==> src/hw/tbcfg_pkg.sv <==
// Shared constants for the touch button configuration register bank
package tbcfg_pkg;

  // ----------------------------------------------------------------
  // Register offsets
  // ----------------------------------------------------------------
  localparam logic [7:0] TBCFG_OFS_SLAVE_ADDR  = 8'h01;
  localparam logic [7:0] TBCFG_OFS_FEATURES    = 8'h02;
  localparam logic [7:0] TBCFG_OFS_FLANK_LO    = 8'h04;
  localparam logic [7:0] TBCFG_OFS_FLANK_HI    = 8'h05;
  localparam logic [7:0] TBCFG_OFS_TOGGLE_LO   = 8'h06;
  localparam logic [7:0] TBCFG_OFS_TOGGLE_HI   = 8'h07;
  localparam logic [7:0] TBCFG_OFS_SENS_0_3    = 8'h09;
  localparam logic [7:0] TBCFG_OFS_SENS_4_7    = 8'h0A;
  localparam logic [7:0] TBCFG_OFS_SENS_8_9    = 8'h0B;
  localparam logic [7:0] TBCFG_OFS_DEB_ZERO    = 8'h0E;
  localparam logic [7:0] TBCFG_OFS_DEB_ONE_NINE = 8'h0F;

  // ----------------------------------------------------------------
  // Reset values and field layout
  // ----------------------------------------------------------------
  localparam logic [6:0] TBCFG_RST_SLAVE_ADDR = 7'h37;
  localparam logic [3:0] TBCFG_RST_FEATURES   = 4'h2;
  localparam logic [7:0] TBCFG_RST_DEBOUNCE   = 8'h01;
  localparam int TBCFG_FEAT_PERIOD_HI = 3;
  localparam int TBCFG_FEAT_PERIOD_LO = 2;
  localparam int TBCFG_FEAT_AUTO_THR  = 1;
  localparam int TBCFG_FEAT_NOISE_HI  = 0;
  localparam int TBCFG_NUM_BUTTONS    = 10;
  localparam int TBCFG_HI_BUTTONS     = 2;

  // Auto-reset period codes and lengths in millisecond ticks
  localparam logic [1:0] TBCFG_PERIOD_5S  = 2'h2;
  localparam logic [1:0] TBCFG_PERIOD_20S = 2'h3;
  localparam logic [14:0] TBCFG_PERIOD_5S_MS  = 15'h1388;
  localparam logic [14:0] TBCFG_PERIOD_20S_MS = 15'h4E20;

  // ----------------------------------------------------------------
  // Timing
  // ----------------------------------------------------------------
  localparam int TBCFG_CLK_PERIOD_NS = 100;
  localparam int TBCFG_TICK_PERIOD_NS = 1000000;
  localparam int TBCFG_TICK_CYCLES = TBCFG_TICK_PERIOD_NS / TBCFG_CLK_PERIOD_NS;

  // ----------------------------------------------------------------
  // Serial slave states
  // ----------------------------------------------------------------
  typedef enum logic [6:0] {
    TBCFG_ST_IDLE    = 7'h01,
    TBCFG_ST_ADDR    = 7'h02,
    TBCFG_ST_ACK_ADR = 7'h04,
    TBCFG_ST_WRITE   = 7'h08,
    TBCFG_ST_ACK_WR  = 7'h10,
    TBCFG_ST_READ    = 7'h20,
    TBCFG_ST_ACK_RD  = 7'h40
  } tbcfg_state_t;

  localparam logic [3:0] TBCFG_BITS_PER_BYTE = 4'h8;

endpackage

==> src/hw/tbcfg_serial_slave.sv <==
// Two-wire serial slave that turns bus transfers into register accesses
`timescale 1ns/10ps
`default_nettype none

module tbcfg_serial_slave
  import tbcfg_pkg::*;
(
  input wire logic i_ref_clk,
  input wire logic i_rstn,
  input wire logic i_scl,
  input wire logic i_sda,
  output logic o_sda_out,
  output logic o_sda_oe,
  input wire logic [6:0] i_slave_addr,
  input wire logic [7:0] i_rdata,
  output logic [7:0] o_addr,
  output logic [7:0] o_wdata,
  output logic o_wr
);

  tbcfg_state_t state_r;
  logic scl_r;
  logic sda_r;
  logic [3:0] cnt_r;
  logic [7:0] shift_r;
  logic [7:0] tx_r;
  logic rw_r;
  logic first_r;
  logic nack_r;
  logic start_c;
  logic stop_c;
  logic rise_c;
  logic fall_c;

  // ----------------------------------------------------------------
  // Bus condition detection
  // ----------------------------------------------------------------
  assign start_c = i_scl & scl_r & sda_r & ~i_sda;
  assign stop_c = i_scl & scl_r & ~sda_r & i_sda;
  assign rise_c = i_scl & ~scl_r;
  assign fall_c = ~i_scl & scl_r;

  always_ff @(posedge i_ref_clk)
  begin
    if (!i_rstn)
    begin
      scl_r <= 1'b1;
      sda_r <= 1'b1;
    end
    else
    begin
      scl_r <= i_scl;
      sda_r <= i_sda;
    end
  end

  // Open drain: the pin is only ever pulled low
  always_ff @(posedge i_ref_clk)
  begin
    o_sda_out <= 1'b0;
  end

  // ----------------------------------------------------------------
  // Transfer sequencing
  // ----------------------------------------------------------------
  always_ff @(posedge i_ref_clk)
  begin
    if (!i_rstn)
    begin
      state_r <= TBCFG_ST_IDLE;
      cnt_r <= 4'h0;
      shift_r <= 8'h00;
      tx_r <= 8'h00;
      rw_r <= 1'b0;
      first_r <= 1'b0;
      nack_r <= 1'b0;
      o_sda_oe <= 1'b0;
      o_addr <= 8'h00;
      o_wdata <= 8'h00;
      o_wr <= 1'b0;
    end
    else
    begin
      o_wr <= 1'b0;
      if (start_c)
      begin
        state_r <= TBCFG_ST_ADDR;
        cnt_r <= 4'h0;
        o_sda_oe <= 1'b0;
      end
      else if (stop_c)
      begin
        state_r <= TBCFG_ST_IDLE;
        o_sda_oe <= 1'b0;
      end
      else if (rise_c)
      begin
        shift_r <= {shift_r[6:0], i_sda};
        cnt_r <= cnt_r + 4'h1;
        if (state_r == TBCFG_ST_ACK_RD)
          nack_r <= i_sda;
      end
      else if (fall_c)
      begin
        case (state_r)
          TBCFG_ST_ADDR:
            if (cnt_r == TBCFG_BITS_PER_BYTE)
            begin
              if (shift_r[7:1] == i_slave_addr)
              begin
                o_sda_oe <= 1'b1;
                rw_r <= shift_r[0];
                state_r <= TBCFG_ST_ACK_ADR;
              end
              else
                state_r <= TBCFG_ST_IDLE;
            end
          TBCFG_ST_ACK_ADR:
          begin
            cnt_r <= 4'h0;
            first_r <= 1'b1;
            if (rw_r)
            begin
              tx_r <= i_rdata;
              o_sda_oe <= ~i_rdata[7];
              state_r <= TBCFG_ST_READ;
            end
            else
            begin
              o_sda_oe <= 1'b0;
              state_r <= TBCFG_ST_WRITE;
            end
          end
          TBCFG_ST_WRITE:
            if (cnt_r == TBCFG_BITS_PER_BYTE)
            begin
              if (first_r)
                o_addr <= shift_r;
              else
              begin
                o_wdata <= shift_r;
                o_wr <= 1'b1;
              end
              o_sda_oe <= 1'b1;
              state_r <= TBCFG_ST_ACK_WR;
            end
          TBCFG_ST_ACK_WR:
          begin
            if (!first_r)
              o_addr <= o_addr + 8'h01;
            first_r <= 1'b0;
            cnt_r <= 4'h0;
            o_sda_oe <= 1'b0;
            state_r <= TBCFG_ST_WRITE;
          end
          TBCFG_ST_READ:
            if (cnt_r == TBCFG_BITS_PER_BYTE)
            begin
              o_sda_oe <= 1'b0;
              o_addr <= o_addr + 8'h01;
              state_r <= TBCFG_ST_ACK_RD;
            end
            else
            begin
              o_sda_oe <= ~tx_r[6];
              tx_r <= {tx_r[6:0], 1'b0};
            end
          TBCFG_ST_ACK_RD:
            if (nack_r)
              state_r <= TBCFG_ST_IDLE;
            else
            begin
              cnt_r <= 4'h0;
              tx_r <= i_rdata;
              o_sda_oe <= ~i_rdata[7];
              state_r <= TBCFG_ST_READ;
            end
          default:
            state_r <= TBCFG_ST_IDLE;
        endcase
      end
    end
  end

endmodule
`default_nettype wire

==> src/hw/tbcfg_regs.sv <==
// Configuration register bank and per-button touch qualification
`timescale 1ns/10ps
`default_nettype none

module tbcfg_regs
  import tbcfg_pkg::*;
#(
  parameter int P_TICK_CYCLES = TBCFG_TICK_CYCLES,
  parameter int P_BUTTONS = TBCFG_NUM_BUTTONS
)
(
  input wire logic i_ref_clk,
  input wire logic i_rstn,
  input wire logic i_scl,
  input wire logic i_sda,
  output logic o_sda_out,
  output logic o_sda_oe,
  input wire logic i_scan_tick,
  input wire logic [P_BUTTONS-1:0] i_touch,
  output logic [P_BUTTONS-1:0] o_button_active,
  output logic [P_BUTTONS-1:0] o_general_output_n,
  output logic [P_BUTTONS-1:0] o_recalibrate,
  output logic [P_BUTTONS-1:0] o_flank_group_member,
  output logic [2*P_BUTTONS-1:0] o_button_sensitivity,
  output logic o_auto_threshold,
  output logic o_noise_immunity_high
);

  logic [6:0] slave_addr_r;
  logic [3:0] features_r;
  logic [7:0] flank_lo_r;
  logic [1:0] flank_hi_r;
  logic [7:0] toggle_lo_r;
  logic [1:0] toggle_hi_r;
  logic [7:0] sens_0_3_r;
  logic [7:0] sens_4_7_r;
  logic [3:0] sens_8_9_r;
  logic [7:0] deb_zero_r;
  logic [7:0] deb_one_nine_r;
  logic [7:0] bus_addr;
  logic [7:0] bus_wdata;
  logic bus_wr;
  logic [7:0] rdata;
  logic [31:0] tick_cnt_r;
  logic ms_tick_r;
  logic [1:0] period_code;
  logic period_on;
  logic [14:0] period_ms;
  logic [9:0] toggle_all;

  // ----------------------------------------------------------------
  // Serial access
  // ----------------------------------------------------------------
  tbcfg_serial_slave u_slave (
    .i_ref_clk(i_ref_clk),
    .i_rstn(i_rstn),
    .i_scl(i_scl),
    .i_sda(i_sda),
    .o_sda_out(o_sda_out),
    .o_sda_oe(o_sda_oe),
    .i_slave_addr(slave_addr_r),
    .i_rdata(rdata),
    .o_addr(bus_addr),
    .o_wdata(bus_wdata),
    .o_wr(bus_wr)
  );

  // ----------------------------------------------------------------
  // Register writes
  // ----------------------------------------------------------------
  // A new slave address takes effect from the next start condition
  always_ff @(posedge i_ref_clk)
  begin
    if (!i_rstn)
    begin
      slave_addr_r <= TBCFG_RST_SLAVE_ADDR;
      features_r <= TBCFG_RST_FEATURES;
      flank_lo_r <= 8'h00;
      flank_hi_r <= 2'h0;
      toggle_lo_r <= 8'h00;
      toggle_hi_r <= 2'h0;
      sens_0_3_r <= 8'h00;
      sens_4_7_r <= 8'h00;
      sens_8_9_r <= 4'h0;
      deb_zero_r <= TBCFG_RST_DEBOUNCE;
      deb_one_nine_r <= TBCFG_RST_DEBOUNCE;
    end
    else if (bus_wr)
    begin
      case (bus_addr)
        TBCFG_OFS_SLAVE_ADDR: slave_addr_r <= bus_wdata[6:0];
        TBCFG_OFS_FEATURES: features_r <= bus_wdata[3:0];
        TBCFG_OFS_FLANK_LO: flank_lo_r <= bus_wdata;
        TBCFG_OFS_FLANK_HI: flank_hi_r <= bus_wdata[1:0];
        TBCFG_OFS_TOGGLE_LO: toggle_lo_r <= bus_wdata;
        TBCFG_OFS_TOGGLE_HI: toggle_hi_r <= bus_wdata[1:0];
        TBCFG_OFS_SENS_0_3: sens_0_3_r <= bus_wdata;
        TBCFG_OFS_SENS_4_7: sens_4_7_r <= bus_wdata;
        TBCFG_OFS_SENS_8_9: sens_8_9_r <= bus_wdata[3:0];
        TBCFG_OFS_DEB_ZERO: deb_zero_r <= bus_wdata;
        TBCFG_OFS_DEB_ONE_NINE: deb_one_nine_r <= bus_wdata;
        default: ;
      endcase
    end
  end

  // ----------------------------------------------------------------
  // Register reads
  // ----------------------------------------------------------------
  // Reserved bits and unmapped offsets read as zero
  always_comb
  begin
    case (bus_addr)
      TBCFG_OFS_SLAVE_ADDR: rdata = {1'b0, slave_addr_r};
      TBCFG_OFS_FEATURES: rdata = {4'h0, features_r};
      TBCFG_OFS_FLANK_LO: rdata = flank_lo_r;
      TBCFG_OFS_FLANK_HI: rdata = {6'h00, flank_hi_r};
      TBCFG_OFS_TOGGLE_LO: rdata = toggle_lo_r;
      TBCFG_OFS_TOGGLE_HI: rdata = {6'h00, toggle_hi_r};
      TBCFG_OFS_SENS_0_3: rdata = sens_0_3_r;
      TBCFG_OFS_SENS_4_7: rdata = sens_4_7_r;
      TBCFG_OFS_SENS_8_9: rdata = {4'h0, sens_8_9_r};
      TBCFG_OFS_DEB_ZERO: rdata = deb_zero_r;
      TBCFG_OFS_DEB_ONE_NINE: rdata = deb_one_nine_r;
      default: rdata = 8'h00;
    endcase
  end

  // ----------------------------------------------------------------
  // Configuration outputs
  // ----------------------------------------------------------------
  always_ff @(posedge i_ref_clk)
  begin
    if (!i_rstn)
    begin
      o_flank_group_member <= '0;
      o_button_sensitivity <= '0;
      o_auto_threshold <= 1'b1;
      o_noise_immunity_high <= 1'b0;
    end
    else
    begin
      o_flank_group_member <= {flank_hi_r, flank_lo_r};
      o_button_sensitivity <= {sens_8_9_r, sens_4_7_r, sens_0_3_r};
      o_auto_threshold <= features_r[TBCFG_FEAT_AUTO_THR];
      o_noise_immunity_high <= features_r[TBCFG_FEAT_NOISE_HI];
    end
  end

  // ----------------------------------------------------------------
  // Millisecond time base for the auto-reset period
  // ----------------------------------------------------------------
  always_ff @(posedge i_ref_clk)
  begin
    if (!i_rstn)
    begin
      tick_cnt_r <= 32'h0;
      ms_tick_r <= 1'b0;
    end
    else if (tick_cnt_r == 32'(P_TICK_CYCLES - 1))
    begin
      tick_cnt_r <= 32'h0;
      ms_tick_r <= 1'b1;
    end
    else
    begin
      tick_cnt_r <= tick_cnt_r + 32'h1;
      ms_tick_r <= 1'b0;
    end
  end

  assign period_code =
    features_r[TBCFG_FEAT_PERIOD_HI:TBCFG_FEAT_PERIOD_LO];
  assign period_on = (period_code == TBCFG_PERIOD_5S) ||
                     (period_code == TBCFG_PERIOD_20S);
  assign period_ms = (period_code == TBCFG_PERIOD_5S) ?
                     TBCFG_PERIOD_5S_MS : TBCFG_PERIOD_20S_MS;
  assign toggle_all = {toggle_hi_r, toggle_lo_r};

  // ----------------------------------------------------------------
  // Per-button qualification
  // ----------------------------------------------------------------
  // A button cut off by the auto-reset stays inactive until released,
  // so a stuck object cannot keep the output asserted unless the button's toggle bit is set.
  for (genvar b = 0; b < P_BUTTONS; b++)
  begin : g_btn
    logic [7:0] deb_cnt_r;
    logic [14:0] age_r;
    logic held_r;
    logic act_d_r;
    logic [7:0] deb_lim;

    assign deb_lim = (b == 0) ? deb_zero_r : deb_one_nine_r;

    always_ff @(posedge i_ref_clk)
    begin
      if (!i_rstn)
      begin
        deb_cnt_r <= 8'h00;
        age_r <= 15'h0;
        held_r <= 1'b0;
        o_button_active[b] <= 1'b0;
        o_recalibrate[b] <= 1'b0;
      end
      else
      begin
        o_recalibrate[b] <= 1'b0;
        if (i_scan_tick)
        begin
          if (!i_touch[b])
          begin
            deb_cnt_r <= 8'h00;
            held_r <= 1'b0;
            o_button_active[b] <= 1'b0;
          end
          else if (!o_button_active[b] && !held_r)
          begin
            if (deb_cnt_r + 8'h01 >= deb_lim)
              o_button_active[b] <= 1'b1;
            if (deb_cnt_r != 8'hFF)
              deb_cnt_r <= deb_cnt_r + 8'h01;
          end
        end
        if (!o_button_active[b])
          age_r <= 15'h0;
        else if (ms_tick_r && period_on)
        begin
          age_r <= age_r + 15'h1;
          if (age_r + 15'h1 >= period_ms)
          begin
            o_button_active[b] <= 1'b0;
            held_r <= 1'b1;
            o_recalibrate[b] <= 1'b1;
          end
        end
      end
    end

    // Outputs are active low and lag the qualified state by one cycle
    always_ff @(posedge i_ref_clk)
    begin
      if (!i_rstn)
      begin
        act_d_r <= 1'b0;
        o_general_output_n[b] <= 1'b1;
      end
      else
      begin
        act_d_r <= o_button_active[b];
        if (!toggle_all[b])
          o_general_output_n[b] <= ~o_button_active[b];
        else if (o_button_active[b] && !act_d_r)
          o_general_output_n[b] <= ~o_general_output_n[b];
      end
    end
  end

endmodule
`default_nettype wire

==> config.mk <==
export PLATFORM = sky130hd
export DESIGN_NAME = tbcfg_regs
export DESIGN_NICKNAME = d
export VERILOG_FILES = /design/src/hw/tbcfg_pkg.sv /design/src/hw/tbcfg_serial_slave.sv /design/src/hw/tbcfg_regs.sv
export SDC_FILE = /design/constraint.sdc
export NUM_CORES = 1
export LEC_CHECK = 0
export BUFFER_PORTS_ARGS = -buffer_cell sky130_fd_sc_hd__buf_2
export CAP_MARGIN = 5
export CORE_MARGIN = 1
export CORE_UTILIZATION = 40
export DETAILED_ROUTE_END_ITERATION = 10
export SYNTH_ARGS = -nofsm -noshare
export SYNTH_HDL_FRONTEND = slang
export SYNTH_HIERARCHICAL = 1
export SYNTH_SLANG_ARGS = --single-unit
export TNS_END_PERCENT = 5
==> constraint.sdc <==
create_clock -name i_ref_clk -period 4.3 [get_ports i_ref_clk]
set_input_delay 0.215 -clock i_ref_clk [delete_from_list [all_inputs] [get_ports i_ref_clk]]
set_output_delay 0.215 -clock i_ref_clk [all_outputs]
set_load 0.1 [all_outputs]
Word level (Yosys, flattened, before mapping):

Index checks and enable logic that the tools add are counted.

* register bits after elaboration: 461
* bits in latches: 0
* memory bits (writable): 0
* ROM bits: 0
* input port bits: 15
* output and inout port bits: 64
* logic and storage cells: 593
* memories: 0

* add/sub/neg operators: 23
* multiply operators: 0
* div/mod/pow operators: 0
* order comparisons: 20
* equality and inequality tests: 76
* shifts and indexed selects: 0
* muxes and demuxes: 216
* bitwise gates (word level): 41
* reduce and logical (&&, ||, !) cells: 116

Operator list (number)
* 8-bit two-way mux: 34
* 1-bit two-way mux: 158
* 15-bit by 1-bit adder with 15-bit output (second input constant): 10
* 15-bit greater-or-equal comparator: 10
* 8-bit by 1-bit adder with 8-bit output (second input constant): 11
* 8-bit one-hot mux with 11 select lines: 1
* 8-bit greater-or-equal comparator: 10
* 8-bit inequality test (second input constant): 10
* 2-bit by 1-bit inequality test with 1-bit output (second input constant): 36
* 3-bit AND reduction: 21
* 7-bit two-way mux: 6
* 7-bit one-hot mux with 6 select lines: 1
* 2-bit AND reduction: 21
* 8-bit by 4-bit equality test with 1-bit output (second input constant): 5
* 1-bit inverter: 34
* 32-bit by 1-bit adder with 32-bit output (second input constant): 1
* 32-bit by 14-bit equality test with 1-bit output (second input constant): 1
* 8-bit by 3-bit equality test with 1-bit output (second input constant): 4
* 1-bit zero test: 30
* 8-bit one-hot mux with 3 select lines: 1
* 1-bit logical AND: 21
* 7-bit one-hot mux with 3 select lines: 1
* 7-bit AND reduction: 3
* 15-bit two-way mux: 1
* other kinds (35): 61

Logic depth before layout (Yosys ltp):

Gate-level depths: netlist (run 1).

* depth after elaboration: 9
* mapped depth: 14
* mapped depth without buffers: 14

By module:

The synthesis (run 1) kept the hierarchy.

Modules (own cells, without submodules)
* tbcfg_regs: times used 1, cells each 2827, area each 23580.1 µm², seq. area each 8247.9 µm²
* tbcfg_serial_slave: times used 1, cells each 324, area each 2723.9 µm², seq. area each 980.9 µm²

Worst setup path after synthesis (run 1):

Ideal clock, no wire load.

* path type: reg2reg
* from: register features_r[2]
* to: register g_btn[9].held_r
* library setup time: 114 ps
* arrival time: 3613 ps
* required time: 4186 ps
* path slack: 573 ps
* stages on the path, launching flop included: 11
* buffers on the path: 0
* clock period less this slack: 3727 ps
* cells stage by stage: dfxtp_1 > nand2b_1 > inv_1 > ha_1 > nand2_1 > nor3_1 > o31ai_1 > a211oi_1 > or4_1 > and4_1 > a21o_1

* longest elaborated chain between the ends: 6
* elaborated cells between the ends (all ways): 9
* classes of those cells: order compare (1); eq/ne (2); mux (4); reduce/logical (2)

Ends and longest elaborated chain
* start, declared: line tbcfg_regs.sv:30 `logic [3:0] features_r;`
* start signal, assigned: line tbcfg_regs.sv:92 `TBCFG_OFS_FEATURES: features_r <= bus_wdata[3:0];`
* 2-bit equality test: line tbcfg_regs.sv:174, tbcfg_regs.sv:176
* 15-bit two-way mux: line tbcfg_regs.sv:176 `assign period_ms = (period_code == TBCFG_PERIOD_5S) ?`
* 15-bit greater-or-equal comparator: line tbcfg_regs.sv:229 `if (age_r + 15'h1 >= period_ms)`
* 1-bit two-way mux: line tbcfg_regs.sv:229
* 1-bit two-way mux *: line tbcfg_regs.sv:226 `else if (ms_tick_r && period_on)`
* 1-bit two-way mux *: line tbcfg_regs.sv:224 `if (!o_button_active[b])`
* end signal, assigned: line tbcfg_regs.sv:201 `held_r <= 1'b0;`
* end signal, assigned: line tbcfg_regs.sv:213 `held_r <= 1'b0;`
* end signal, assigned: line tbcfg_regs.sv:232 `held_r <= 1'b1;`
* end, declared: line tbcfg_regs.sv:189 `logic held_r;`

Mark *: on every way between the ends. The rest lies on a longest branch, timed or not.
A chain may end at the register's enable or synchronous reset.

Worst setup path in the final report (run 1):

* from: register g_btn[4].age_r[3]
* to: register g_btn[4].held_r

* longest elaborated chain between the ends: 5

Ends and longest elaborated chain
* start, declared: line tbcfg_regs.sv:188 `logic [14:0] age_r;`
* start signal, assigned: line tbcfg_regs.sv:228 `age_r <= age_r + 15'h1;`
* 15-bit by 1-bit adder with 15-bit output: line tbcfg_regs.sv:229
* 15-bit greater-or-equal comparator: line tbcfg_regs.sv:229
* 1-bit two-way mux: line tbcfg_regs.sv:229
* 1-bit two-way mux: line tbcfg_regs.sv:226
* 1-bit two-way mux: line tbcfg_regs.sv:224
* end signal, assigned: line tbcfg_regs.sv:201
* end signal, assigned: line tbcfg_regs.sv:213
* end signal, assigned: line tbcfg_regs.sv:232
* end, declared: line tbcfg_regs.sv:189

No other way between the ends.

==> results of run 1 <==
## cell usage in the layout, fill, tap and decap left out, types with 67 or more instances in the layout
cell / Yosys / routed
dfxtp_1: 461 / 460
nand2_1: 316 / 315
nor2_1: 269 / 269
xor2_1: 211 / 211
ha_1: 190 / 190
nand3_1: 189 / 189
a21oi_1: 150 / 150
o21ai_0: 130 / 130
xnor2_1: 120 / 120
nand4_1: 83 / 83
nor2b_1: 81 / 81
buf_2: 23 / 76
a21boi_0: 69 / 69
inv_1: 68 / 67
## power by group through the flow
stage | Clock (mW) | Combinational [mW] | Sequential [mW]
floorplan | 0 | 0.308 | 4.54
global placement | 0 | 0.534 | 4.46
detailed placement | 0 | 0.536 | 4.45
CTS | 4.78 | 0.541 | 4.36
global route | 4.96 | 0.588 | 4.36
finish | 4.66 | 0.537 | 4.36
## metal layers
metal | global-route usage (%) | vias to the layer above | part of all wire (%)
li1 | - | 11200 | -
met5 | 0 | - | 0
met1 | 25.8 | 10100 | 49
met3 | 2.60 | 97 | 4.2
met2 | 31.2 | 358 | 45
met4 | 5.16 | 0 | 2.2
## cells in the mapped netlist, types with 58 or more instances
library cell    n  area share, %
dfxtp_1       461             35
nand2_1       316            4.5
nor2_1        269            3.8
xor2_1        211            7.0
ha_1          190            9.0
nand3_1       189            3.6
a21oi_1       150            2.9
o21ai_0       130            2.5
xnor2_1       120            4.0
clkbuf_1      117            1.7
nand4_1        83            2.0
nor2b_1        81            1.9
a21boi_0       69            2.0
inv_1          68           0.97
and2_1         65            1.5
and3_1         59            1.4
a21o_1         58            1.7
## sequential cells by signal, summed over array words and instances, names as in the netlist, 10 cells and up
register / count
g_btn.held_r: 10
tick_cnt_r: 32
g_btn.act_d_r: 10
o_recalibrate: 10
o_general_output_n: 10
o_button_active: 10
g_btn.age_r: 150
g_btn.deb_cnt_r: 80
o_flank_group_member: 10
o_button_sensitivity: 20
## how the worst max path moves through the flow
stage,startpoint,to,slack (ps),cells after the start
floorplan,features_r[2],g_btn[9].held_r,570,10
global placement,g_btn[4].age_r[0],g_btn[4].held_r,1220,12
detailed placement,g_btn[4].age_r[0],g_btn[4].held_r,1170,12
CTS,g_btn[4].age_r[0],g_btn[4].held_r,1140,12
global route,g_btn[4].age_r[3],g_btn[4].held_r,700,11
finish,g_btn[4].age_r[3],g_btn[4].held_r,1100,11
## cell families (layout without fill, tap and decap cells)
family | count (synthesis) | after routing | synth area share (%)
buf+inv | 223 | 271 | 3.37
compound gates | 586 | 586 | 14.5
xor+xnor | 331 | 331 | 11.0
fa+ha+maj | 190 | 190 | 9.04
simple gates | 1321 | 1321 | 25.4
other cells | 1 | 1 | 0.0143
mux | 38 | 38 | 1.51
flops | 461 | 461 | 35.1
## repair_timing
action | in CTS | in global routing
buffers inserted | 0 | 0
endpoints found under the setup margin | 0 | 0
hold buffers | 2 | 0
endpoints found under the hold margin | 5 | 0
## area by class of cell
type | instances | area (um2) | share of cell area, %
sequential | 461 | 9230 | 31.6
inverter | 69 | 259 | 0.888
tap | 855 | 1070 | 3.67
multi-input combinational | 2467 | 16200 | 55.5
timing repair buffer | 102 | 597 | 2.05
clock inverter | 30 | 314 | 1.08
clock buffer | 70 | 1500 | 5.14
==> impl_metrics.json, run 1 <==
{
  "die_area_mm2": 0.0668,
  "dp_hpwl_um": 45000,
  "criticalPathCategory": "flip-flop to flip-flop",
  "path_max_fanout": 8,
  "row_count": 93,
  "relSlewSlack_pct": 33.5,
  "path_cells": "nand3_1 -> nor4_1 -> and3_1 -> nand3_1 -> xnor2_1 -> ha_1 -> nand3_1 -> a2111oi_0 -> o21ai_0 -> a31oi_1 -> a31o_2",
  "hp-start": "i_rstn",
  "fmax_mhz": 312,
  "place_area_mm2": 0.0273,
  "start_util_pct": 40.7,
  "skew_ps": 36.6,
  "fin_tns_setup_ps": 0,
  "hold_class": "input pin to flip-flop",
  "ys_seq_area_share_pct": 35.1,
  "setup_viol": 0,
  "fin_area_mm2": 0.0292,
  "power_mw": 9.56,
  "grt_pass1_wl_um": 104000,
  "routedWlPerCell_um": 15.9,
  "intPower_mw": 7.19,
  "ctsResizeCount": 0,
  "grt_pass1_vias": 19900,
  "synth-main-ff-cell": "dfxtp_1",
  "drt_pass1_iterations": 5,
  "clkSlewWorstSetupHoldPaths_ps": 60,
  "tightest_slew_ps": 997,
  "area_delta_synth_final_pct": 10.9,
  "antenna_found_initial": 2,
  "clkSinkCount": 461,
  "fin_ws_ps": 1100,
  "vias_per_cell": 5.34,
  "switching_share_pct": 24.8,
  "min_period_ps": 3200,
  "power_density_mw_per_mm2": 328,
  "min_to": "o_general_output_n[3]",
  "p_switching_mw": 2.37,
  "cpMostUsedCell": "nand3_1",
  "status": "complete, no violations",
  "crit_arrival_ps": 3750,
  "layout.nets": 3359,
  "synthCells": 3151,
  "htree_levels": 2,
  "ys_ff_latch": 461,
  "dp.cells": 3952,
  "clock_latency_ps": 630,
  "cp_top_family": "simple AND/OR/NAND/NOR gates",
  "ys_warn_count": 6,
  "synth_edf_count": 0,
  "synth_area_mm2": 0.0263,
  "core_mm2": 0.0647,
  "syn_nets": 3356,
  "async_flop_share_pct": 0,
  "cts_tree": "built",
  "min_delay_path_depth": 2,
  "drv_cap": 0,
  "path_buf_inv": 0,
  "combPwrFrac_pct": 5.6,
  "finalWeightedCongestion": 0.882,
  "antennaDiodeCount": 0,
  "holdWs_ps": 46.2,
  "slew_violations": 0,
  "layoutNonFillerInstCount": 4054,
  "cts_root_buf": "clkbuf_16",
  "dieHeight_um": 258,
  "vias": 21700,
  "cts_buffers": 53,
  "pwr-share-clk_pct": 48.8,
  "finalWirelength_um": 64300,
  "ir_worst_vdd_uv": 347,
  "dp_slack_ps": 1170,
  "end_kind": "flip-flop",
  "rsz0062_at_grt": "false",
  "fin_util_pct": 45.1,
  "ff2ff_setup_slack_ps": 1100,
  "clockBufferDepth": 3,
  "portBuffers": 77,
  "overflow": 0,
  "r2r_end": "g_btn[4].held_r",
  "leakage_nw": 11.6,
  "slowest_delay_ps": 570,
  "cp.required_ps": 4840,
  "gr-usage-all-layers_pct": 19.0,
  "hold_violations": 0,
  "drc": 0,
  "chipWidth_um": 258,
  "pin_count": 79,
  "timing.rr.start": "g_btn[4].age_r[3]",
  "r2r.worst_path.cells": 11,
  "drtIter0Drc": 1261,
  "fillers": 6452,
  "grt_max_degree": 105,
  "ant_nets": 0,
  "pwr-share-seq_pct": 45.6,
  "syn_area_per_cell_um2": 8.35,
  "finalCritPeriodShare_pct": 74.5,
  "critPathLaunchType": "flip-flop",
  "synth.distinct_cells": 84,
  "drive_gt1_share_pct": 7.47,
  "crit_slowest_cell": "nor4_1"
}
Power figures use the tool's default switching activity.
==> run 2: changes to the inputs <==
==> constraint.sdc (replaced) <==
create_clock -name i_ref_clk -period 3 [get_ports i_ref_clk]
set_input_delay 0.15 -clock i_ref_clk [delete_from_list [all_inputs] [get_ports i_ref_clk]]
set_output_delay 0.15 -clock i_ref_clk [all_outputs]
set_load 0.1 [all_outputs]
==> run 2 against run 1 <==
Effect of this change: register-to-register slack worse by 930 ps; cell area up 3.3%; sequential power up 43%; sequential share of layout area down 1.0 points; wire length up 1.6%; setup slack worse by 930 ps; largest power group unchanged; critical path type unchanged; clock-buffer cell count up 5; via count up 2.1%.
==> impl_metrics.json, run 2 (same netlist as run 1, synthesis figures left out) <==
{
  "status": "complete, no violations",
  "gr-usage-all-layers_pct": 19.3,
  "holdWs_ps": 38.7,
  "clkSlewWorstSetupHoldPaths_ps": 60,
  "slew_violations": 0,
  "relSlewSlack_pct": 47.1,
  "clkSinkCount": 461,
  "fin_util_pct": 46.6,
  "ff2ff_setup_slack_ps": 170,
  "setup_viol": 0,
  "chipWidth_um": 258,
  "htree_levels": 2,
  "drc": 0,
  "end_kind": "flip-flop",
  "multi_input_area_mm2": 0.0163,
  "critPathLaunchType": "flip-flop",
  "leakage_nw": 12.1,
  "portBuffers": 77,
  "dp_slack_ps": 87.2,
  "final_cell_mix": "455 x dfxtp_1, 315 x nand2_1, 267 x nor2_1",
  "tightest_slew_ps": 783,
  "row_count": 93,
  "endpoint": "o_button_active[3]",
  "grt_max_degree": 107,
  "cp.required_ps": 3560,
  "dp_hpwl_um": 46300,
  "place_area_mm2": 0.0279,
  "area_delta_synth_final_pct": 14.6,
  "finalWirelength_um": 65400,
  "fin_tns_setup_ps": 0,
  "dieHeight_um": 258,
  "ant_nets": 0,
  "drtIter0Drc": 1119,
  "crit_arrival_ps": 3400,
  "drv_cap": 0,
  "seq_area_mm2": 0.00924,
  "clock_latency_ps": 620,
  "fmax_mhz": 353,
  "fin_area_mm2": 0.0301,
  "final_common_cell": "dfxtp_1",
  "hold_class": "input pin to flip-flop",
  "top_regs": "g_btn.age_r (150), g_btn.deb_cnt_r (80), tick_cnt_r (32)",
  "timing.rr.start": "g_btn[3].age_r[0]",
  "finalCritPeriodShare_pct": 94.5,
  "criticalPathCategory": "flip-flop to flip-flop",
  "ir_worst_vdd_uv": 474,
  "skew_ps": 52.1,
  "vias_per_cell": 5.35,
  "pin_count": 79,
  "layoutNonFillerInstCount": 4134,
  "antenna_found_initial": 2,
  "finalWeightedCongestion": 0.881,
  "grt_pass1_vias": 20600,
  "power_mw": 14.3,
  "core_mm2": 0.0647,
  "vias": 22100,
  "post_cts_buffers": 0,
  "r2r_end": "o_button_active[3]",
  "path_max_fanout": 4,
  "r2r.worst_path.cells": 13,
  "regMostFlops": "g_btn.age_r",
  "dp.cells": 4022,
  "drive_gt1_share_pct": 10.2,
  "cts_tree": "built",
  "clockBufferDepth": 3,
  "hold_violations": 0,
  "cts_buffers": 54,
  "drt_pass1_iterations": 7,
  "overflow": 0,
  "crit_start": "g_btn[3].age_r[0]",
  "power_density_mw_per_mm2": 473,
  "start_util_pct": 40.7,
  "fin_ws_ps": 166,
  "cts_root_buf": "clkbuf_16",
  "routedWlPerCell_um": 15.8,
  "die_area_mm2": 0.0668,
  "rsz0062_at_grt": "true",
  "grt_pass1_wl_um": 106000,
  "fillers": 6461,
  "min_period_ps": 2830,
  "largest_reg_flops": 150,
  "layout.nets": 3439
}
-- run 2: area by class of cell --
cell class / count / share of cell area (%)
multi-input cells: 2467 / 54.2
flip-flops and latches: 461 / 30.6
clock buffers: 75 / 5.18
repair buffers: 181 / 4.15
well taps: 855 / 3.55
clock inverters: 25 / 1.41
inverters: 69 / 0.872
diodes: 1 / 0.00830
-- run 2: timing repair --
action                                  4_1_cts  5_1_grt
gates resized for setup                       0       31
hold buffers                                 11        0
endpoints found under the setup margin        0       20
endpoints found under the hold margin        47        0
-- run 2: how the worst min path moves through the flow --
stage	start	endpoint	slack (ps)	cells past startpoint
after floorplan	i_scl	u_slave/scl_r	250	2
after global placement	i_scl	u_slave/scl_r	390	3
after detailed placement	i_scl	u_slave/scl_r	400	3
after CTS	i_touch[5]	g_btn[5].deb_cnt_r[7]	20	4
after global routing	i_touch[5]	g_btn[5].deb_cnt_r[7]	70	4
final	i_touch[1]	g_btn[1].deb_cnt_r[1]	40	4
-- run 2: metal layers --
metal  global-route usage, %  vias to the layer above  wire length [um]
li1                        -                    11300                 -
met3                    2.58                      107              2520
met4                    5.70                        0              1630
met5                       0                        -                 0
met1                    25.8                    10300             31400
met2                    32.1                      368             29900
-- run 2: where the power goes --
group	switching [mW]	leakage [nW]	internal (mW)
Combinational	0.550	7.44	0.240
Clock	2.72	0.959	4.50
Sequential	0.0768	3.72	6.18
Total	3.34	12.1	10.9
-- run 2: critical path: stages (launching register included) --
cell and delay (ps):
dfxtp_2 360, ha_2 220, nand3_2 130, nor2_2 120
and3_1 190, and3_4 210, nand3_1 120, xnor2_2 160
ha_1 320, a211oi_1 220, a21oi_1 100, a31o_2 230
or3_1 340, nand2_1 60
==> run 3: changes to the inputs <==
--- a/config.mk
+++ b/config.mk
@@ -10,6 +10,7 @@
 export CORE_MARGIN = 1
 export CORE_UTILIZATION = 40
 export DETAILED_ROUTE_END_ITERATION = 10
+export REMOVE_ABC_BUFFERS = 1
 export SYNTH_ARGS = -nofsm -noshare
 export SYNTH_HDL_FRONTEND = slang
 export SYNTH_HIERARCHICAL = 1
==> constraint.sdc (replaced) <==
create_clock -name i_ref_clk -period 3.2 [get_ports i_ref_clk]
set_input_delay 0.16 -clock i_ref_clk [delete_from_list [all_inputs] [get_ports i_ref_clk]]
set_output_delay 0.16 -clock i_ref_clk [all_outputs]
set_load 0.1 [all_outputs]
==> run 3 against run 2 <==
Effect of this change: via count fell by 1.0%; register-to-register slack improved by 50 ps; non-clock buffer count shrank 38; worst hold slack worse by 3.7 ps; critical path depth did not move; combinational power shrank 8.5%; setup slack improved by 53 ps; sequential share of layout area is 0.61 points higher; critical path type unchanged; critical endpoint unchanged.
==> impl_metrics.json, run 3 (same netlist as run 1, synthesis figures left out) <==
{
  "fin_area_mm2": 0.0295,
  "fin_tns_setup_ps": 0,
  "portBuffers": 77,
  "clkSinkCount": 461,
  "status": "complete, no violations",
  "pin_count": 79,
  "grt_use_met2_pct": 30.1,
  "dieHeight_um": 258,
  "antennaDiodeCount": 0,
  "row_count": 93,
  "rsz0062_at_grt": "false",
  "top_usage_layer": "met2",
  "htree_levels": 2,
  "regMostFlops": "g_btn.age_r",
  "final_common_cell": "dfxtp_1",
  "path_max_fanout": 4,
  "end_kind": "flip-flop",
  "grt_pass1_wl_um": 105000,
  "vias": 21900,
  "dp.cells": 3983,
  "clockBufferDepth": 3,
  "chipWidth_um": 258,
  "switching_share_pct": 24.7,
  "hold_violations": 0,
  "tightest_slew_ps": 916,
  "power_mw": 12.6,
  "power_density_mw_per_mm2": 426,
  "leakage_nw": 11.7,
  "core_mm2": 0.0647,
  "gr-usage-all-layers_pct": 18.8,
  "grt_use_met3_pct": 2.96,
  "crit_arrival_ps": 3520,
  "dp_slack_ps": 155,
  "hold_class": "input pin to flip-flop",
  "met1_usage_pct": 26.3,
  "relSlewSlack_pct": 38.9,
  "combPwrFrac_pct": 5.7,
  "vias_per_cell": 5.34,
  "holdWs_ps": 35.0,
  "final_cell_mix": "459 x dfxtp_1, 315 x nand2_1, 268 x nor2_1",
  "post_cts_buffers": 0,
  "grt_max_degree": 60,
  "die_area_mm2": 0.0668,
  "start_util_pct": 40.7,
  "drtIter0Drc": 1408,
  "top_regs": "g_btn.age_r (150), g_btn.deb_cnt_r (80), tick_cnt_r (32)",
  "fin_ws_ps": 219,
  "crit_slowest_cell": "dfxtp_1",
  "intPower_mw": 9.48,
  "ir_worst_vdd_uv": 347,
  "finalWeightedCongestion": 0.840,
  "routedWlPerCell_um": 15.6,
  "finalWirelength_um": 64000,
  "dp_hpwl_um": 44300,
  "pwr-share-clk_pct": 47.8,
  "grt_pass1_vias": 20000,
  "cp.required_ps": 3740,
  "criticalPathCategory": "flip-flop to flip-flop",
  "clock_latency_ps": 620,
  "drc": 0,
  "cts_tree": "built",
  "area_delta_synth_final_pct": 12.3,
  "cts_buffers": 53,
  "layout.nets": 3400,
  "skew_ps": 29.4,
  "largest_reg_flops": 150,
  "setup_viol": 0,
  "clkSlewWorstSetupHoldPaths_ps": 60,
  "place_area_mm2": 0.0276,
  "antenna_found_initial": 2,
  "slew_violations": 0,
  "drv_cap": 0,
  "finalCritPeriodShare_pct": 93.2,
  "min_period_ps": 2980,
  "critPathLaunchType": "flip-flop",
  "ant_nets": 0,
  "pwr-share-seq_pct": 46.5,
  "layoutNonFillerInstCount": 4095,
  "path_cells": "ha_1 -> nand3_1 -> nor2_2 -> and3_1 -> and3_1 -> nand3_1 -> xnor2_1 -> ha_1 -> a211oi_1 -> a21oi_1 -> a31o_2 -> or3_1 -> nand2_1",
  "drive_gt1_share_pct": 8.55,
  "cts_root_buf": "clkbuf_16",
  "drt_pass1_iterations": 5,
  "slowest_delay_ps": 380,
  "fin_util_pct": 45.6,
  "p_switching_mw": 3.11,
  "fmax_mhz": 335,
  "overflow": 0
}
## run 3: cell count changes in the layout (fill, tap and decap cells not counted), moves of 3 or more
cell | before | now
clkinv_2 | 6 | 12
dfxtp_2 | 6 | 2
clkbuf_8 | 13 | 10
clkbuf_1 | 8 | 12
dfxtp_1 | 455 | 459
and3_4 | 3 | 0
buf_4 | 89 | 50
bufinv_16 | 10 | 2
and3_1 | 54 | 59
## run 3: repair_timing
| action | in CTS | in global routing |
|---|---|---|
| endpoints found under the setup margin | 0 | 14 |
| hold endpoints to repair | 28 | 0 |
| gates resized for setup | 0 | 15 |
| hold buffers | 12 | 0 |
## run 3: layout make-up
type / count / area [um2]
multi-input combinational: 2467 / 16300
timing repair buffer: 143 / 967
clock buffer: 75 / 1510
fill: 6341 / 35200
inverter: 69 / 259
clock inverter: 25 / 224
sequential: 461 / 9230
tap: 855 / 1070
## run 3: worst max-delay path: cells and delay by family (launching register included)
kind,cells,cell delay (ps)
compound gates,3,530
xor+xnor,1,150
fa+ha+maj,2,520
flops,1,380
simple gates,7,1340
## run 3: routing by layer
metal,part of all wire (%),up-vias
li1,-,11200
met1,50,10200
met2,44,353
met3,4.4,87
met4,1.9,4
met5,0.042,-
## run 3: power by group through the flow
stage               clock (mW)  combinational, mW  sequential (mW)
floorplan                    0              0.361             6.11
global placement             0              0.706             5.98
detailed placement           0              0.711             5.98
CTS                       6.19              0.726             5.85
global route              6.41              0.795             5.86
finish                    6.01              0.723             5.85
## run 3: worst paths after layout
check	startpoint	endpoint	slack [ps]	cells after the start
setup / recovery	g_btn[3].age_r[0]	o_button_active[3]	220	13
setup reg to reg	g_btn[3].age_r[0]	o_button_active[3]	220	13
hold reg to reg	g_btn[9].held_r	g_btn[9].held_r	450	1
hold / removal	i_touch[9]	g_btn[9].deb_cnt_r[1]	30	4
